==> config.mk <==
export PLATFORM = sky130hd
export DESIGN_NAME = flash_host_ctrl
export DESIGN_NICKNAME = d
export VERILOG_FILES = /design/src/verilog/flash_seq_pkg.sv /design/src/verilog/wait_timer.sv /design/src/verilog/protect_check.sv /design/src/verilog/flash_host_ctrl.sv
export SDC_FILE = /design/constraint.sdc
export NUM_CORES = 1
export LEC_CHECK = 0
export BUFFER_PORTS_ARGS = -buffer_cell sky130_fd_sc_hd__buf_2
export CAP_MARGIN = 20
export CORE_UTILIZATION = 30
export CTS_BUF_LIST = sky130_fd_sc_hd__clkbuf_8
export DETAILED_ROUTE_END_ITERATION = 7
export SKIP_LAST_GASP = 1
export SYNTH_ARGS = -nofsm -noshare
export SYNTH_HDL_FRONTEND = slang
export SYNTH_SLANG_ARGS = --single-unit
==> constraint.sdc <==
create_clock -name sys_clk -period 6.4 [get_ports sys_clk]
set_input_delay 1.6 -clock sys_clk [delete_from_list [all_inputs] [get_ports sys_clk]]
set_output_delay 1.6 -clock sys_clk [all_outputs]
set_load 0.02 [all_outputs]
==> src/verilog/flash_seq_pkg.sv <==
// Purpose: Shared constants for the flash sequencing controller.
// Assumes: 40 MHz system clock; device array reached over a byte-wide memory port.
// Notes: Times are held in microseconds and turned into cycle counts here.
package flash_seq_pkg;

	// Clock and timing
	localparam int CLK_MHZ = 40;
	localparam int SETUP_DELAY_US = 10;
	localparam int MASS_ERASE_TIME_US = 4000;
	localparam int LONG_HOLD_DELAY_US = 100;
	localparam int HOLD_DELAY_US = 5;
	localparam int PROGRAM_SETUP_DELAY_US = 5;
	localparam int BYTE_PROGRAM_TIME_US = 30;
	localparam int RECOVERY_DELAY_US = 1;
	localparam int NVS_CYC = SETUP_DELAY_US * CLK_MHZ;
	localparam int MERASE_CYC = MASS_ERASE_TIME_US * CLK_MHZ;
	localparam int NVHL_CYC = LONG_HOLD_DELAY_US * CLK_MHZ;
	localparam int NVH_CYC = HOLD_DELAY_US * CLK_MHZ;
	localparam int PGS_CYC = PROGRAM_SETUP_DELAY_US * CLK_MHZ;
	localparam int PROG_CYC = BYTE_PROGRAM_TIME_US * CLK_MHZ;
	localparam int RCV_CYC = RECOVERY_DELAY_US * CLK_MHZ;
	localparam int TIMER_W = 18;

	// Device memory map
	localparam logic [15:0] PROT_ADDR = 16'hFF7E;
	localparam logic [15:0] TRIM_HI_ADDR = 16'hFF80;
	localparam logic [15:0] TRIM_LO_ADDR = 16'hFF81;
	localparam logic [15:0] WATCHDOG_ADDR = 16'hFFFF;
	localparam logic [15:0] ARRAY_BASE = 16'hC000;
	localparam logic [7:0] ERASED = 8'hFF;
	localparam logic [7:0] PROT_ALL = 8'h00;
	localparam logic [7:0] PROT_VEC = 8'hFE;
	localparam logic [1:0] PROT_TOP = 2'h3;
	localparam int ROW_BYTES = 32;

	// Own register map (byte offsets)
	localparam logic [7:0] REG_CTRL = 8'h00;
	localparam logic [7:0] REG_ADDR = 8'h04;
	localparam logic [7:0] REG_LEN = 8'h08;
	localparam logic [7:0] REG_DATA = 8'h0C;
	localparam logic [7:0] REG_STATUS = 8'h10;
	localparam logic [7:0] REG_RESULT = 8'h14;

	// Control fields
	localparam int CTRL_START = 0;
	localparam int CTRL_OP_LSB = 1;
	localparam int CTRL_MON = 3;
	localparam logic [1:0] OP_MASS = 2'h0;
	localparam logic [1:0] OP_ROW = 2'h1;
	localparam logic [1:0] OP_READ = 2'h2;

	// Status fields
	localparam int ST_BUSY = 0;
	localparam int ST_DONE = 1;
	localparam int ST_ERR_PROT = 2;
	localparam int ST_ERR_BUSY = 3;
	localparam int ST_SKIPPED = 4;

	// Reset values
	localparam logic [15:0] ADDR_RST = ARRAY_BASE;
	localparam logic [5:0] LEN_RST = 6'h20;

endpackage

==> src/verilog/wait_timer.sv <==
// Purpose: Down-counter that times the minimum waits of a flash sequence.
// Assumes: load is a one-cycle pulse; count is at least one.
// Notes: expired is high once count cycles have passed after the load.
`timescale 1ns/1ps
module wait_timer #(
	parameter int W = 18
) (
	// Clock and reset
	input wire logic sys_clk,
	input wire logic sys_rst,
	// Control
	input wire logic load,
	input wire logic [W-1:0] count,
	output logic expired
);

	typedef struct packed {
		logic [W-1:0] cnt;
	} tmr_t;

	tmr_t r;
	tmr_t n;

	always_comb begin
		n = r;
		if (load) begin
			n.cnt = count;
		end else if (r.cnt != '0) begin
			n.cnt = r.cnt - 1'b1;
		end
	end

	always_ff @(posedge sys_clk or posedge sys_rst) begin
		if (sys_rst) begin
			r <= '0;
		end else begin
			r <= n;
		end
	end

	assign expired = (r.cnt == '0);

endmodule

==> src/verilog/protect_check.sv <==
// Purpose: Decides from the protect byte whether a row program or a mass erase is permitted.
// Assumes: prot_byte is the value just read from the device.
// Notes: Purely combinational.
`timescale 1ns/1ps
module protect_check (
	// Inputs
	input wire logic [7:0] prot_byte,
	input wire logic [15:0] row_addr,
	// Results
	output logic [15:0] start_addr,
	output logic row_locked,
	output logic mass_ok
);

	function automatic logic [15:0] start_of(input logic [7:0] b);
		start_of = {flash_seq_pkg::PROT_TOP, b, 6'h00};
	endfunction

	logic fixed;

	always_comb begin
		start_addr = start_of(prot_byte);
		fixed = (prot_byte != flash_seq_pkg::ERASED) && (prot_byte != flash_seq_pkg::PROT_VEC);
		row_locked = (prot_byte == flash_seq_pkg::PROT_ALL)
			|| ((prot_byte != flash_seq_pkg::ERASED) && (row_addr >= start_addr))
			|| (fixed && (row_addr[15:5] == flash_seq_pkg::PROT_ADDR[15:5]));
		mass_ok = (prot_byte == flash_seq_pkg::ERASED);
	end

endmodule

==> src/verilog/flash_host_ctrl.sv <==
// Purpose: APB-steered controller that runs mass-erase, row-program and read
//   sequences on the flash array through its control pins and memory port.
// Assumes: mem_rdata is valid in the cycle after mem_rd is high.
// Notes: Minimum waits are counted in sys_clk cycles at 40 MHz.
`timescale 1ns/1ps
module flash_host_ctrl #(
	parameter int unsigned MERASE_CYC = flash_seq_pkg::MERASE_CYC,
	parameter int AW = 8
) (
	// Clock and reset
	input wire logic sys_clk,
	input wire logic sys_rst,
	// APB slave
	input wire logic psel,
	input wire logic penable,
	input wire logic pwrite,
	input wire logic [AW-1:0] paddr,
	input wire logic [31:0] pwdata,
	output logic [31:0] prdata,
	output logic pready,
	output logic pslverr,
	// Flash control pins
	output logic erase_select,
	output logic mass_select,
	output logic program_select,
	output logic high_voltage_enable,
	// Flash memory port
	output logic [15:0] mem_addr,
	output logic [7:0] mem_wdata,
	output logic mem_wr,
	output logic mem_rd,
	input wire logic [7:0] mem_rdata
);

	localparam int TW = flash_seq_pkg::TIMER_W;

	typedef enum logic [4:0] {
		S_IDLE, S_SCAN_RD, S_SCAN_W, S_SCAN_CHK, S_SEL, S_PROT_RD, S_PROT_W,
		S_PROT_CHK, S_NVS, S_HV_WAIT, S_PICK, S_PROG_W, S_HOLD, S_RCV,
		S_RD_ISSUE, S_RD_W, S_RD_CHK
	} state_t;

	typedef struct packed {
		state_t st;
		logic [1:0] op;
		logic mon;
		logic [15:0] addr;
		logic [5:0] len;
		logic [4:0] wptr;
		logic [4:0] idx;
		logic [5:0] left;
		logic [31:0] need;
		logic erase_sel;
		logic mass_sel;
		logic prog_sel;
		logic hv_en;
		logic [15:0] maddr;
		logic [7:0] mwdata;
		logic mwr;
		logic mrd;
		logic busy;
		logic done;
		logic err_prot;
		logic err_busy;
		logic skipped;
		logic [7:0] prot;
		logic [7:0] rdata;
		logic [31:0] prdata;
		logic tload;
		logic [TW-1:0] tval;
	} ctl_t;

	ctl_t r;
	ctl_t n;

	logic [7:0] row_buf [flash_seq_pkg::ROW_BYTES];
	logic t_exp;
	logic t_done;
	logic row_locked;
	logic mass_ok;
	logic [15:0] row_base;
	logic wr_acc;
	logic rd_setup;
	logic buf_we;
	logic [5:0] room;

	function automatic logic hit(input logic [AW-1:0] a, input logic [7:0] off);
		hit = (a == AW'(off));
	endfunction

	function automatic logic mapped(input logic [AW-1:0] a);
		mapped = hit(a, flash_seq_pkg::REG_CTRL) || hit(a, flash_seq_pkg::REG_ADDR)
			|| hit(a, flash_seq_pkg::REG_LEN) || hit(a, flash_seq_pkg::REG_DATA)
			|| hit(a, flash_seq_pkg::REG_STATUS) || hit(a, flash_seq_pkg::REG_RESULT);
	endfunction

	wait_timer #(.W(TW)) u_timer (
		.sys_clk(sys_clk),
		.sys_rst(sys_rst),
		.load(r.tload),
		.count(r.tval),
		.expired(t_exp)
	);

	protect_check u_prot (
		.prot_byte(mem_rdata),
		.row_addr(row_base),
		.start_addr(),
		.row_locked(row_locked),
		.mass_ok(mass_ok)
	);

	assign row_base = {r.addr[15:5], 5'h00};
	assign t_done = t_exp && !r.tload;
	assign wr_acc = psel && penable && pwrite && mapped(paddr);
	assign rd_setup = psel && !penable && !pwrite;
	assign buf_we = wr_acc && hit(paddr, flash_seq_pkg::REG_DATA) && !r.busy;
	assign room = 6'(flash_seq_pkg::ROW_BYTES) - {1'b0, r.addr[4:0]};

	always_comb begin
		n = r;
		n.tload = 1'b0;
		n.mwr = 1'b0;
		n.mrd = 1'b0;

		// Register reads are captured in the setup phase
		if (rd_setup) begin
			n.prdata = '0;
			if (hit(paddr, flash_seq_pkg::REG_CTRL)) begin
				n.prdata = {28'h0, r.mon, r.op, 1'b0};
			end else if (hit(paddr, flash_seq_pkg::REG_ADDR)) begin
				n.prdata = {16'h0, r.addr};
			end else if (hit(paddr, flash_seq_pkg::REG_LEN)) begin
				n.prdata = {26'h0, r.len};
			end else if (hit(paddr, flash_seq_pkg::REG_STATUS)) begin
				n.prdata = {27'h0, r.skipped, r.err_busy, r.err_prot, r.done, r.busy};
			end else if (hit(paddr, flash_seq_pkg::REG_RESULT)) begin
				n.prdata = {16'h0, r.prot, r.rdata};
			end
		end

		// Register writes; status bits other than busy clear on a one, hardware sets below win
		if (wr_acc) begin
			if (hit(paddr, flash_seq_pkg::REG_STATUS)) begin
				n.done = r.done && !pwdata[flash_seq_pkg::ST_DONE];
				n.err_prot = r.err_prot && !pwdata[flash_seq_pkg::ST_ERR_PROT];
				n.err_busy = r.err_busy && !pwdata[flash_seq_pkg::ST_ERR_BUSY];
				n.skipped = r.skipped && !pwdata[flash_seq_pkg::ST_SKIPPED];
			end else if (r.busy && !hit(paddr, flash_seq_pkg::REG_RESULT)) begin
				n.err_busy = 1'b1;
			end else if (hit(paddr, flash_seq_pkg::REG_ADDR)) begin
				n.addr = pwdata[15:0];
				n.wptr = pwdata[4:0];
			end else if (hit(paddr, flash_seq_pkg::REG_LEN)) begin
				n.len = pwdata[5:0];
			end else if (hit(paddr, flash_seq_pkg::REG_DATA)) begin
				n.wptr = r.wptr + 5'h01;
			end else if (hit(paddr, flash_seq_pkg::REG_CTRL)) begin
				n.op = pwdata[flash_seq_pkg::CTRL_OP_LSB +: 2];
				n.mon = pwdata[flash_seq_pkg::CTRL_MON];
				if (pwdata[flash_seq_pkg::CTRL_START]) begin
					n.busy = 1'b1;
					n.need = '0;
					n.idx = r.addr[4:0];
					n.left = (r.len > room) ? room : r.len;
					unique case (n.op)
						flash_seq_pkg::OP_MASS: n.st = S_SEL;
						flash_seq_pkg::OP_ROW: n.st = (r.len == '0) ? S_RCV : S_SCAN_RD;
						default: n.st = S_RD_ISSUE;
					endcase
				end
			end
		end

		// Sequencer, steps strictly in order
		unique case (r.st)
			S_IDLE: begin
			end
			S_SCAN_RD: begin
				n.maddr = {r.addr[15:5], r.idx};
				n.mrd = 1'b1;
				n.st = S_SCAN_W;
			end
			S_SCAN_W: n.st = S_SCAN_CHK;
			S_SCAN_CHK: begin
				if (row_buf[r.idx] != flash_seq_pkg::ERASED) begin
					if (mem_rdata == flash_seq_pkg::ERASED
						&& r.maddr != flash_seq_pkg::WATCHDOG_ADDR) begin
						n.need[r.idx] = 1'b1;
					end else begin
						n.skipped = 1'b1;
					end
				end
				n.idx = r.idx + 5'h01;
				n.left = r.left - 6'h01;
				if (r.left == 6'h01) begin
					n.idx = r.addr[4:0];
					if (n.need == '0) begin
						n.tval = TW'(flash_seq_pkg::RCV_CYC);
						n.tload = 1'b1;
						n.st = S_RCV;
					end else begin
						n.st = S_SEL;
					end
				end else begin
					n.st = S_SCAN_RD;
				end
			end
			S_SEL: begin
				if (r.op == flash_seq_pkg::OP_MASS) begin
					n.erase_sel = 1'b1;
					n.mass_sel = 1'b1;
				end else begin
					n.prog_sel = 1'b1;
				end
				n.st = S_PROT_RD;
			end
			S_PROT_RD: begin
				n.maddr = flash_seq_pkg::PROT_ADDR;
				n.mrd = 1'b1;
				n.st = S_PROT_W;
			end
			S_PROT_W: n.st = S_PROT_CHK;
			S_PROT_CHK: begin
				n.prot = mem_rdata;
				if ((r.op == flash_seq_pkg::OP_MASS) ? !mass_ok : row_locked) begin
					n.err_prot = 1'b1;
					n.erase_sel = 1'b0;
					n.mass_sel = 1'b0;
					n.prog_sel = 1'b0;
					n.tval = TW'(flash_seq_pkg::RCV_CYC);
					n.tload = 1'b1;
					n.st = S_RCV;
				end else begin
					if (r.op == flash_seq_pkg::OP_MASS) begin
						n.maddr = r.mon ? flash_seq_pkg::PROT_ADDR : r.addr;
					end else begin
						n.maddr = {r.addr[15:5], r.idx};
					end
					n.mwdata = flash_seq_pkg::ERASED;
					n.mwr = 1'b1;
					n.tval = TW'(flash_seq_pkg::NVS_CYC);
					n.tload = 1'b1;
					n.st = S_NVS;
				end
			end
			S_NVS: begin
				if (t_done) begin
					n.hv_en = 1'b1;
					n.tval = (r.op == flash_seq_pkg::OP_MASS) ? TW'(MERASE_CYC)
						: TW'(flash_seq_pkg::PGS_CYC);
					n.tload = 1'b1;
					n.st = S_HV_WAIT;
				end
			end
			S_HV_WAIT: begin
				if (t_done) begin
					if (r.op == flash_seq_pkg::OP_MASS) begin
						n.erase_sel = 1'b0;
						n.mass_sel = 1'b0;
						n.tval = TW'(flash_seq_pkg::NVHL_CYC);
						n.tload = 1'b1;
						n.st = S_HOLD;
					end else begin
						n.st = S_PICK;
					end
				end
			end
			S_PICK: begin
				if (r.need[r.idx]) begin
					n.maddr = {r.addr[15:5], r.idx};
					n.mwdata = row_buf[r.idx];
					n.mwr = 1'b1;
					n.need[r.idx] = 1'b0;
					n.tval = TW'(flash_seq_pkg::PROG_CYC);
					n.tload = 1'b1;
					n.st = S_PROG_W;
				end else if (r.need == '0) begin
					n.prog_sel = 1'b0;
					n.tval = TW'(flash_seq_pkg::NVH_CYC);
					n.tload = 1'b1;
					n.st = S_HOLD;
				end else begin
					n.idx = r.idx + 5'h01;
				end
			end
			S_PROG_W: begin
				if (t_done) begin
					n.st = S_PICK;
				end
			end
			S_HOLD: begin
				if (t_done) begin
					n.hv_en = 1'b0;
					n.tval = TW'(flash_seq_pkg::RCV_CYC);
					n.tload = 1'b1;
					n.st = S_RCV;
				end
			end
			S_RCV: begin
				if (t_done) begin
					n.busy = 1'b0;
					n.done = 1'b1;
					n.st = S_IDLE;
				end
			end
			S_RD_ISSUE: begin
				n.maddr = r.addr;
				n.mrd = 1'b1;
				n.st = S_RD_W;
			end
			S_RD_W: n.st = S_RD_CHK;
			S_RD_CHK: begin
				n.rdata = mem_rdata;
				n.busy = 1'b0;
				n.done = 1'b1;
				n.st = S_IDLE;
			end
			default: n.st = S_IDLE;
		endcase
	end

	always_ff @(posedge sys_clk or posedge sys_rst) begin
		if (sys_rst) begin
			r <= '0;
			r.st <= S_IDLE;
			r.addr <= flash_seq_pkg::ADDR_RST;
			r.len <= flash_seq_pkg::LEN_RST;
			r.wptr <= flash_seq_pkg::ADDR_RST[4:0];
			r.mwdata <= flash_seq_pkg::ERASED;
		end else begin
			r <= n;
		end
	end

	// Row data staged by software, no reset needed
	always_ff @(posedge sys_clk) begin
		if (buf_we) begin
			row_buf[r.wptr] <= pwdata[7:0];
		end
	end

	assign prdata = r.prdata;
	assign pready = 1'b1;
	assign pslverr = psel && penable && !mapped(paddr);
	assign erase_select = r.erase_sel;
	assign mass_select = r.mass_sel;
	assign program_select = r.prog_sel;
	assign high_voltage_enable = r.hv_en;
	assign mem_addr = r.maddr;
	assign mem_wdata = r.mwdata;
	assign mem_wr = r.mwr;
	assign mem_rd = r.mrd;

endmodule

==> reports/qor.yml <==
route:
  wire_per_inst_microns: 19.9
  wl_met2_microns: 27200
  postRouteAntennaNets: 0
  wl_microns: 54100
  top_layer_used: "met4"
  drt-met1-wl_microns: 22400
  vias: 14300
  wl_met3_microns: 3160
  drt_iter0_drc: 1067
  viasPerCell: 5.27
  drc: 0
  dr.pass1.iters: 6
floorplanning:
  start_util_pct: 30.5
  io_pins: 117
  dieWidth_microns: 264
  core_sq_mm: 0.0675
  rows: 95
  die_y_microns: 264
  die_area_sq_mm: 0.0698
synthesis:
  synth_seq_cells: 428
  ys.flop_type: "edfxtp_1"
  ys_top_cells_by_area: "edfxtp_1 (37%), dfrtp_1 (20%), mux2i_1 (6.6%), nor2_1 (2.8%), buf_4 (2.5%)"
  synth_top_area_share_pct: 37.3
  synth.area.mux_share_pct: 9.51
  synthSimpleGateAreaFrac_pct: 13.4
  synth-edff-count: 256
  synthAdderAreaFrac_pct: 1.58
  ys_seq_area_share_pct: 58.3
  synthesis.instances: 1754
  synth_top_family_by_area: "simple AND/OR/NAND/NOR gates"
  ys_async_sr_fraction_pct: 40.2
  syn-mean-instance-area_sq_um: 11.8
  yosysTopAreaCell: "edfxtp_1"
  ys_warn_count: 0
  synth_compound_area_share_pct: 11.3
  synth_xor_area_share_pct: 0.722
  synth_cell_types: 84
  synth_area_sq_mm: 0.0206
final_layout:
  drive_gt1_share_pct: 15.6
  layout.cells.non_filler: 2716
  nets: 1870
  synthToLayoutAreaGrowth_pct: 10.7
cts:
  cts_tree: "done"
  htreeDepth: 3
  cts_root_buffer: "clkbuf_8"
  cts_buffer_depth: 3
  numCtsBuffers: 71
  clk_latency_ns: 0.66
  cts_resized: 0
  cts.sinks: 428
  cts.clk_slew.worst_paths_ns: 0.06
  postCtsSetupBuffers: 0
  holdBufCountCts: 0
critical_path:
  cp_common_cell: "buf_2"
  startpoint_type: "input pin"
  crit_chain: "buf_2 > nor4_1 > nand2b_1 > nor2_1 > nand2_1 > and4_1 > buf_2"
  worstSetupPathType: "in -> out"
  crit_fanout: 9
  cp_slowest_cell: "nor4_1"
  cp.required_ns: 4.80
  arrival_ns: 3.43
  cp-end-kind: "output port"
  slowest_delay_ns: 0.64
timing:
  setup_slack_ns: 1.37
  hold_slack_ns: 0.483
  drv_slew: 0
  fin_tns_setup_ns: 0
  worstMarginPinSlew_ns: 1.03
  relSlewSlack_pct: 30.8
  rsz0062_at_grt: "no"
  clock.fmax_mhz: 199
  hold_viol: 0
  min_period_over_period_pct: 78.6
  finalSetupViolCount: 0
  finalClockSkew_ns: 0.0278
  period_minus_slack_ns: 5.03
grt:
  overflow: 0
  antenna_found_initial: 2
  grt_pass1_vias: 14500
  grt_max_degree: 89
  grt_usage_pct: 15.4
  grt_pass1_wl_microns: 84000
power_and_ir_drop:
  p_per_area_mw_per_mm2: 347
  power_w: 0.00793
  p_leak_nw: 8.63
  max-vdd-ir-drop_uv: 159
placement:
  io_buffers: 83
  dp_hpwl_microns: 36200
  preCtsSetupSlack_ns: 1.51
  gp_congestion: 0.880
  post-place-cells: 2590
hold_path:
  min_path_type: "reg -> reg"
status:
  status: "finished clean"
run:
  drv_cap: 0
[final timing paths]
kind,from,to,slack [ns],depth (start not counted)
min,mem_wdata[6]$_DFFE_PP1P_,mem_wdata[6]$_DFFE_PP1P_,0.48,2
max reg2reg,r[140]$_DFF_PP0_,r[105]$_DFF_PP0_,2.15,9
min in group asynchronous,sys_rst,u_timer.r[6]$_DFFE_PP0N_,1.12,2
max in group asynchronous,sys_rst,r[115]$_DFF_PP0_,4.13,3
max,paddr[1],pslverr,1.37,7
min reg2reg,mem_wdata[6]$_DFFE_PP1P_,mem_wdata[6]$_DFFE_PP1P_,0.48,2
[critical path: cells and delay by family]
family,cells,cell delay (ns)
simple gates,5,1.58
buf+inv,2,0.26
[cell type report]
cell class	count	area, sq um
clock inverters	45	267
clock buffers	78	1070
repair buffers	104	602
diodes	2	5.00
multi-input cells	1147	7620
inverters	39	151
flip-flops and latches	428	12000
well taps	873	1090
fillers	6683	44700
[report_power, final]
group / internal [W] / switching (W)
sequential: 0.00317 / 0.000367
combinational: 0.000826 / 0.00128
clock: 0.00117 / 0.00111
total: 0.00517 / 0.00275
[synth_stat cells, types with 7 or more instances]
master and number:
nand3_1 43, nor3_1 34, nand2b_1 11, xnor2_1 9, clkbuf_1 58, nand2_1 131, buf_6 7, dfrtp_1 161
nor2_1 156, dfstp_2 11, nor2b_1 11, o31ai_1 13, buf_4 68, mux2_2 42, o22ai_1 71, a21oi_1 77
or4b_2 7, buf_2 14, and2_1 13, xor2_1 8, ha_1 26, o211ai_1 10, nand4_1 13, mux2i_1 135
a221oi_1 15, o21a_1 20, edfxtp_1 256, o21ai_0 72, nor3b_1 11, or3_1 13, and3_1 8, inv_1 39
a21o_1 8, nor4_1 39, a31oi_1 27
[placed cells by master, fill, tap and decap left out, types with 9 or more instances in the layout]
master / Yosys / final
edfxtp_1: 256 / 256
dfrtp_1: 161 / 160
nor2_1: 156 / 156
mux2i_1: 135 / 135
nand2_1: 131 / 131
buf_2: 14 / 83
clkbuf_8: 0 / 78
a21oi_1: 77 / 77
o21ai_0: 72 / 71
o22ai_1: 71 / 71
inv_1: 39 / 61
nand3_1: 43 / 43
mux2_2: 42 / 42
nor4_1: 39 / 39
nor3_1: 34 / 32
a31oi_1: 27 / 27
ha_1: 26 / 26
o21a_1: 20 / 20
buf_4: 68 / 18
conb_1: 2 / 17
a221oi_1: 15 / 15
and2_1: 13 / 13
or3_1: 13 / 13
nand4_1: 13 / 13
o31ai_1: 13 / 13
nor3b_1: 11 / 11
nor2b_1: 11 / 11
nand2b_1: 11 / 11
dfstp_2: 11 / 11
o211ai_1: 10 / 10
xnor2_1: 9 / 9
[sequential cells by signal, indices dropped and copies added, names as in the netlist]
signal,cells
row_buf,256
r,109
u_timer.r,18
mem_addr,16
prdata,16
mem_wdata,8
erase_select,1
high_voltage_enable,1
mem_rd,1
mem_wr,1
program_select,1
[cells by family (layout without fill, tap and decap cells)]
| kind of cell | count (synthesis) | count (layout) |
|---|---|---|
| simple gates | 540 | 540 |
| xor+xnor | 17 | 17 |
| mux | 183 | 183 |
| fa+ha+maj | 26 | 26 |
| buf+inv | 194 | 266 |
| flops | 428 | 428 |
| other cells | 2 | 19 |
| compound gates | 364 | 364 |
[per-stage QoR]
| stage | utilization (%) | area, sq um |
|---|---|---|
| 2_1_floorplan | - | 20700 |
| 3_3_place_gp | 31.8 | 21500 |
| 3_5_place_dp | 31.8 | 21500 |
| 4_1_cts | 33.8 | 22800 |
| 5_1_grt | 33.8 | 22800 |
| 6_report | 33.8 | 22800 |
[per-layer routing]
metal	track usage, %	vias to the layer above
met5	0	-
met4	5.85	0
met3	2.69	98
met2	26.5	475
met1	19.1	7135
li1	-	6612
Note: power is estimated with default switching activity, not from simulation.
